File: src/rsc_defines.svh
// offsets, field positions, reset values and timing counts of the reset source controller
`ifndef RSC_DEFINES_SVH
`define RSC_DEFINES_SVH

// ==========================================
// register map
`define RSC_FLAGS_ADDR      20'hf_ffa8
`define RSC_CFG_ADDR        20'h0_00c1
`define RSC_BIT_TRAP        7
`define RSC_BIT_WDT         4
`define RSC_BIT_SELECTABLE_SUPPLY_MONITOR        0
`define RSC_CFG_PINSEL_BIT  4
`define RSC_CFG_THR_LSB     2
`define RSC_PSW_RESET       8'h06
`define RSC_VECTOR_ADDR     16'h0000
`define RSC_ILLEGAL_OPCODE  8'hff

// ==========================================
// timing
`define RSC_CLK_HZ          50000000
`define RSC_SELECTABLE_SUPPLY_MONITOR_WAIT_NS    3010000
// any count up to the ceiling above is legal; a short one keeps power-up and brownout recovery quick
`define RSC_SELECTABLE_SUPPLY_MONITOR_WAIT_CYC   2000
`define RSC_PROC_CYC        16

`endif

File: src/rsc_pkg.sv
// types shared by the reset source controller
package rsc_pkg;

    // ==========================================
    // sequencer states
    typedef enum logic [1:0] {
        ST_RESET   = 2'b00,
        ST_SPORWT  = 2'b01,
        ST_PROC    = 2'b10,
        ST_RUN     = 2'b11
    } rsc_state_type;

    // ==========================================
    // reset source indications
    typedef struct packed {
        logic pin;
        logic wdt;
        logic trap;
        logic selectable_supply_monitor;
        logic retention;
    } rsc_src_type;

    // ==========================================
    // register state apart from the input synchronisers
    typedef struct packed {
        rsc_state_type state;
        logic [17:0]   cnt;
        logic          trap_flag;
        logic          wdt_flag;
        logic          selectable_supply_monitor_flag;
        logic          pin_rst;
        logic          powered;
        logic [7:0]    rdata;
    } rsc_regs_type;

endpackage

File: src/rsc_reset_source_controller.sv
// reset source controller: merges reset sources, sequences release, keeps source flags
`include "rsc_defines.svh"

// Functional notes
// - external pin low holds the device in reset; high releases it.
// - after reset processing the program runs on the fast internal oscillator.
// - after power-up insert at most 3.01 ms supply-monitor wait after pin release.
// - watchdog and illegal-opcode resets release by themselves.
// - port4_bit0 floats on pin or retention reset, else pulled high.
// - port12_bit5 reads low during pin reset, else pulled high.
// - reset gates CPU clock and stops all oscillators; crystal pins become inputs. Here osc_en is already on in ST_PROC, while reset still holds.
// - reset stops core and peripherals, floats other ports; supply monitor stays active.
// - after reset PC loads from vector 0000H and PROGRAM_STATUS_WORD becomes 06H.
// - during reset or wait only the PC becomes undefined.
// - flag register is read byte-wide, all flags at once.
// - a byte read of the flag register clears all flags.
// - flags: illegal opcode bit 7, watchdog bit 4, supply monitor bit 0.
// - opcode FFH raises a reset setting the illegal-opcode flag only.
// - no illegal-opcode reset while under on-chip debug.
// - watchdog reset sets its flag, others kept.
// - supply-monitor reset sets bit 0, others kept.
// - pin or retention reset clears all three flags.
// - flags are kept until supply falls to the retention limit.
// - supply monitor resets at power-on, releases above rise, reasserts below fall.
// - threshold pair selects among 4 levels from configuration byte 000C1H.
// - codes 00..11 select 4.28/4.20, 2.90/2.84, 2.57/2.52, 2.16/2.11 V.
// - the reset pin acts only when configuration bit 4 is 1.
module rsc_reset_source_controller (
    // clock and reset
    input  wire logic        clk,
    input  wire logic        rst_n,
    // external pin and supply monitor comparators
    input  wire logic        reset_pin_n,
    input  wire logic [3:0]  vdd_above_rise,
    input  wire logic [3:0]  vdd_above_fall,
    input  wire logic        vdd_retention_ok,
    // configuration byte
    input  wire logic [7:0]  config_byte,
    // core side events
    input  wire logic        wdt_overflow,
    input  wire logic [7:0]  exec_opcode,
    input  wire logic        exec_valid,
    input  wire logic        debug_active,
    // byte read port
    input  wire logic        rd_en,
    input  wire logic        rd_bit_access,
    input  wire logic [19:0] rd_addr,
    output logic      [7:0]  rd_data,
    // reset and clock control
    output logic             sys_reset,
    output logic             cpu_clk_en,
    output logic             osc_en,
    output logic             crystal_pins_input,
    output logic             ports_float,
    output logic             pc_load,
    output logic      [15:0] pc_vector,
    output logic      [7:0]  psw_init,
    // pin controls
    output logic             port4_bit0_pullup,
    output logic             port4_bit0_oe,
    output logic             port12_bit5_pullup,
    output logic             port12_bit5_low
);

    // ==========================================
    // synchronisers for outside signals
    logic [1:0] pin_s1_r;
    logic [1:0] pin_s2_r;
    logic [3:0] rise_s1_r, rise_s2_r, fall_s1_r, fall_s2_r;
    logic [1:0] ret_s_r;

    always_ff @(posedge clk) begin
        if (!rst_n) begin
            pin_s1_r  <= 2'h3;
            pin_s2_r  <= 2'h3;
            rise_s1_r <= 4'h0;
            rise_s2_r <= 4'h0;
            fall_s1_r <= 4'h0;
            fall_s2_r <= 4'h0;
            ret_s_r   <= 2'h0;
        end else begin
            pin_s1_r  <= {pin_s1_r[0], reset_pin_n};
            pin_s2_r  <= {pin_s2_r[0], pin_s1_r[1]};
            rise_s1_r <= vdd_above_rise;
            rise_s2_r <= rise_s1_r;
            fall_s1_r <= vdd_above_fall;
            fall_s2_r <= fall_s1_r;
            ret_s_r   <= {ret_s_r[0], vdd_retention_ok};
        end
    end

    // ==========================================
    // source decode
    localparam logic [17:0] SELECTABLE_SUPPLY_MONITOR_WAIT = 18'(`RSC_SELECTABLE_SUPPLY_MONITOR_WAIT_CYC);
    localparam logic [17:0] PROC_WAIT = 18'(`RSC_PROC_CYC);

    rsc_pkg::rsc_regs_type r, nxt;
    rsc_pkg::rsc_src_type  src;
    logic [1:0]            thr_sel;
    logic                  vdd_ok;
    logic                  flags_read;

    assign thr_sel = config_byte[`RSC_CFG_THR_LSB +: 2];
    // rise level while powered is clear, fall level once powered is set; hysteresis
    assign vdd_ok  = r.powered ? fall_s2_r[thr_sel] : rise_s2_r[thr_sel];

    always_comb begin
        src.pin       = config_byte[`RSC_CFG_PINSEL_BIT] && !pin_s2_r[1];
        src.wdt       = wdt_overflow && r.state == rsc_pkg::ST_RUN;
        src.trap      = exec_valid && exec_opcode == `RSC_ILLEGAL_OPCODE
                        && !debug_active && r.state == rsc_pkg::ST_RUN;
        src.selectable_supply_monitor      = !vdd_ok;
        src.retention = !ret_s_r[1];
    end

    // bit access is refused: no data, no clear
    assign flags_read = rd_en && !rd_bit_access && rd_addr == `RSC_FLAGS_ADDR;

    // ==========================================
    // next state
    always_comb begin
        nxt = r;
        nxt.rdata = 8'h00;
        if (flags_read) begin
            nxt.rdata[`RSC_BIT_TRAP] = r.trap_flag;
            nxt.rdata[`RSC_BIT_WDT]  = r.wdt_flag;
            nxt.rdata[`RSC_BIT_SELECTABLE_SUPPLY_MONITOR] = r.selectable_supply_monitor_flag;
            nxt.trap_flag = 1'b0;
            nxt.wdt_flag  = 1'b0;
            nxt.selectable_supply_monitor_flag = 1'b0;
        end
        // sets win over the read clear
        if (src.trap)
            nxt.trap_flag = 1'b1;
        if (src.wdt)
            nxt.wdt_flag = 1'b1;
        if (src.selectable_supply_monitor && r.powered)
            nxt.selectable_supply_monitor_flag = 1'b1;
        if (src.pin || src.retention) begin
            nxt.trap_flag = 1'b0;
            nxt.wdt_flag  = 1'b0;
            nxt.selectable_supply_monitor_flag = 1'b0;
        end
        nxt.pin_rst = src.pin || src.retention;
        if (src.selectable_supply_monitor || src.retention)
            nxt.powered = 1'b0;
        case (r.state)
            rsc_pkg::ST_RESET: begin
                nxt.cnt = 18'h0_0000;
                if (!(src.pin || src.selectable_supply_monitor || src.retention)) begin
                    nxt.state   = r.powered ? rsc_pkg::ST_PROC : rsc_pkg::ST_SPORWT;
                    nxt.powered = 1'b1;
                end
            end
            rsc_pkg::ST_SPORWT: begin
                nxt.cnt = r.cnt + 18'h0_0001;
                if (r.cnt >= SELECTABLE_SUPPLY_MONITOR_WAIT - 18'h0_0001) begin
                    nxt.state = rsc_pkg::ST_PROC;
                    nxt.cnt   = 18'h0_0000;
                end
            end
            rsc_pkg::ST_PROC: begin
                nxt.cnt = r.cnt + 18'h0_0001;
                if (r.cnt >= PROC_WAIT - 18'h0_0001) begin
                    nxt.state = rsc_pkg::ST_RUN;
                    nxt.cnt   = 18'h0_0000;
                end
            end
            rsc_pkg::ST_RUN: begin
                nxt.cnt = 18'h0_0000;
            end
            default: begin
                nxt.state = rsc_pkg::ST_RESET;
            end
        endcase
        // any enabled source restarts the sequence
        if (src.pin || src.wdt || src.trap || src.selectable_supply_monitor || src.retention)
            nxt.state = rsc_pkg::ST_RESET;
    end

    always_ff @(posedge clk) begin
        if (!rst_n) begin
            r.state     <= rsc_pkg::ST_RESET;
            r.cnt       <= 18'h0_0000;
            r.trap_flag <= 1'b0;
            r.wdt_flag  <= 1'b0;
            r.selectable_supply_monitor_flag <= 1'b0;
            r.pin_rst   <= 1'b0;
            r.powered   <= 1'b0;
            r.rdata     <= 8'h00;
        end else begin
            r <= nxt;
        end
    end

    // ==========================================
    // outputs
    logic in_reset;
    assign in_reset = r.state != rsc_pkg::ST_RUN;

    assign rd_data            = r.rdata;
    assign sys_reset          = in_reset;
    assign cpu_clk_en         = r.state == rsc_pkg::ST_RUN;
    // oscillator only runs once processing starts; it clocks the program afterwards
    assign osc_en             = r.state == rsc_pkg::ST_PROC || r.state == rsc_pkg::ST_RUN;
    assign crystal_pins_input = in_reset;
    assign ports_float        = in_reset;
    // pc is only loaded on entry to run; nothing else is disturbed
    assign pc_load            = r.state == rsc_pkg::ST_PROC && r.cnt == PROC_WAIT - 18'h0_0001;
    assign pc_vector          = `RSC_VECTOR_ADDR;
    assign psw_init           = `RSC_PSW_RESET;
    assign port4_bit0_oe      = 1'b0;
    assign port4_bit0_pullup  = !(in_reset && r.pin_rst);
    assign port12_bit5_low    = in_reset && r.pin_rst && !pin_s2_r[1];
    assign port12_bit5_pullup = !port12_bit5_low;

    // ==========================================
    // checks on release, pins and the flag byte
    localparam int SELECTABLE_SUPPLY_MONITOR_WAIT_LIMIT = `RSC_SELECTABLE_SUPPLY_MONITOR_WAIT_NS / (1000000000 / `RSC_CLK_HZ);
endmodule // rsc_reset_source_controller

File: config.mk
export PLATFORM = sky130hd
export DESIGN_NAME = rsc_reset_source_controller
export DESIGN_NICKNAME = d
export VERILOG_FILES = /design/src/rsc_pkg.sv /design/src/rsc_reset_source_controller.sv
export VERILOG_INCLUDE_DIRS = /design/src
export SDC_FILE = /design/constraint.sdc
export NUM_CORES = 1
export LEC_CHECK = 0
export BUFFER_PORTS_ARGS = -buffer_cell sky130_fd_sc_hd__buf_4
export CAP_MARGIN = 5
export CORE_UTILIZATION = 50
export CTS_CLUSTER_DIAMETER = 30
export DETAILED_ROUTE_END_ITERATION = 10
export PLACE_DENSITY = 0.83
export SLEW_MARGIN = 20
export SYNTH_ARGS = -nofsm -noshare
export SYNTH_HDL_FRONTEND = slang
export SYNTH_SLANG_ARGS = --single-unit
File: constraint.sdc
create_clock -name clk -period 3.85 [get_ports clk]
set_clock_uncertainty 0.1 [all_clocks]
set_input_delay 1.155 -clock clk [delete_from_list [all_inputs] [get_ports clk]]
set_output_delay 1.155 -clock clk [all_outputs]
set_load 0.02 [all_outputs]
==> out/metrics.yaml <==
yosys:
  synth_largest_area_cell: "dfxtp_1"
  ys_seq_elements: 50
  netlist_top_cells_area: "dfxtp_1 (45%), buf_4 (12%), and2_1 (5.3%)"
  yosysSeqAreaShare_pct: 44.8
  synth_edf_count: 0
  synthFlopType: "dfxtp_1"
  synthCells: 234
  netlist_area_um2: 2230
  yosys-top-cells-count: "dfxtp_1 (50), buf_4 (35), and2_1 (19), nor2_1 (19), inv_1 (12)"
  yosysMostFrequentCell: "dfxtp_1"
  synthArstFlopShare_pct: 0
  synth.distinct_cells: 47
  synth_top_area_share_pct: 44.8
  syn_avg_cell_area_um2: 9.54
  yosysWarnings: 0
pwr:
  p_int_mw: 0.708
  power_frac_comb_pct: 9.5
  p_leak_nw: 1.21
  p_sw_mw: 0.226
  p_clk_share_pct: 33.2
  p_per_area_nw_per_um2: 348
  vdd_drop_max_mv: 0.301
  switching_share_pct: 24.2
  seqPwrFrac_pct: 57.3
final_layout:
  fin_nets: 356
  fillers: 349
  final_area_um2: 2690
  diodes: 0
  fin_util_pct: 64.8
  drive_gt1_share_pct: 27.3
  area_growth_pct: 20.3
routing:
  via_count: 1653
  vias_per_cell: 4.76
  drt_iter0_drc: 64
  wl_per_cell_um: 10.5
  dr.pass1.iters: 4
  routed_wl_mm: 3.63
  drc: 0
  antenna_left: 0
floorplanning:
  ios: 95
  core_um2: 4140
  rows: 23
  die_w_um: 68.8
  start_util_pct: 53.9
  fp.dieH_um: 68.8
  die_area_um2: 4740
critical_path:
  cp_slowest_cell: "dfxtp_1"
  end_kind: "primary output"
  critPathKind: "reg2out"
  path_cells: "inv_1 -> ha_1 -> nor4b_1 -> nand4_1 -> nor2_1 -> buf_4"
  cp_top_family: "simple AND/OR/NAND/NOR gates"
  critPathLaunchType: "register"
  worst-endpoint-required_ps: 2590
  slowest_delay_ps: 390
  arrival_ps: 1730
  critPathMaxFanout: 6
  critPathBufInv: 2
sta:
  fin_crit_sh_pct: 77.6
  setup_tns_ps: 0
  min_period_ps: 2990
  max_slew_margin_pct: 48.1
  finalHoldViolCount: 0
  drv_slew: 0
  setup_viol: 0
  worst_pin_slew_ps: 774
  rsz0062_at_grt: "false"
  max_freq_ghz: 0.335
clock_network:
  ctsResizeCount: 0
  clkSinkCount: 50
  hold_buffers: 0
  cts_root_buf: "clkbuf_8"
  clock_path_buffers: 2
  clk-insertion-delay-late_ps: 300
  cts_tree: "done"
  clk_pin_slew_worst_paths_ps: 100
  cts_buffers: 5
  post_cts_buffers: 0
  htreeDepth: 2
placement:
  hpwl_mm: 2.82
  post_dp_cell_area_um2: 2590
  io_buffers: 59
  place_congestion: 0.802
hold_path:
  holdCritPathClass: "reg2reg"
global_route:
  grt_pass1_wl_mm: 5.31
  gr-total-overflow: 0
  first_global_vias: 1289
  antenna_found_initial: 0
  grt_max_degree: 27
  grt_usage_pct: 15.4
run_status:
  status: "finished clean"
job:
  cap_violations: 0
-- state kept, by name (all words and copies together), names as in the netlist --
| name | count |
|---|---|
| rise_s2_r | 4 |
| fall_s2_r | 4 |
| rise_s1_r | 4 |
| pin_s1_r | 2 |
| ret_s_r | 2 |
| fall_s1_r | 4 |
| pin_s2_r | 2 |
| r | 25 |
| rd_data | 3 |
-- layout make-up --
class	instances	area (µm²)	area share, %
Clock buffer	5	68.8	2.56
Clock inverter	3	26.3	0.979
Inverter	12	45.0	1.68
Multi-Input combinational cell	168	1040	38.7
Sequential cell	50	1000	37.3
Tap cell	50	62.6	2.33
Timing Repair Buffer	59	443	16.5
-- metal layers --
metal	share of wire (%)	track usage, %	vias up
li1	-	-	832
met1	41	17.9	742
met2	51	26.8	74
met3	7.2	4.93	5
met4	0.94	5.10	0
met5	0	0	-
-- cells by family (layout without fill, tap and decap cells) --
logic type,after synthesis,count (layout),share of synthesized area (%)
AOI/OAI and AO/OA,18,18,5.55
xor gates and xnor gates,9,9,3.53
adders and majority gates,7,7,3.92
buffers and inverters,51,79,14.5
DFF,50,50,44.8
muxes,5,5,2.80
other,2,37,0.336
and+or+nand+nor,92,92,24.5
-- worst reg2reg max path: stages, from the launching register on --
cell     delay [ps]
dfxtp_1         360
ha_1            210
nand3_1         190
a211o_1         350
and3_1          190
o21ai_1         620
nor2_1          110
-- cell usage in the layout, fill, tap and decap left out, types with 5 or more instances in the layout --
cell type	n
ha_1	7
xnor2_1	6
and2_1	19
nand3_1	6
conb_1	37
nand2_1	10
and3_1	5
buf_4	59
nand4_1	5
inv_1	12
dfxtp_1	50
clkbuf_8	5
nor2_1	19
-- worst paths after layout --
path | depth (start not counted) | slack, ps | start | endpoint
worst max-delay path | 6 | 860 | r[31]$_SDFFE_PP0P_ | pc_load
worst min-delay path | 1 | 320 | pin_s1_r[1]$_SDFF_PN1_ | pin_s2_r[0]$_SDFF_PN1_
worst max register to register | 6 | 1590 | r[13]$_SDFF_PN0_ | r[15]$_SDFF_PN0_
worst min register to register | 1 | 320 | pin_s1_r[1]$_SDFF_PN1_ | pin_s2_r[0]$_SDFF_PN1_
-- stage by stage --
| stage | power [mW] | setup slack, ps | hold WS, ps | instances |
|---|---|---|---|---|
| final | 0.934 | 864 | 318 | 347 |
| after global routing | 0.980 | 743 | 324 | 347 |
| after CTS | 0.942 | 860 | 321 | 347 |
| after detailed placement | 0.637 | 1120 | 296 | 339 |
| after global placement | 0.634 | 1150 | 290 | 339 |
| after floorplan | 0.617 | 938 | 286 | 269 |
-- power groups by stage --
stage | combinational [mW] | sequential, mW | clock (mW)
after global routing | 0.0990 | 0.537 | 0.344
final | 0.0887 | 0.536 | 0.310
after CTS | 0.0889 | 0.536 | 0.317
after floorplan | 0.0704 | 0.546 | 0
after global placement | 0.0870 | 0.547 | 0
after detailed placement | 0.0887 | 0.548 | 0
Power figures use the tool's default switching activity.
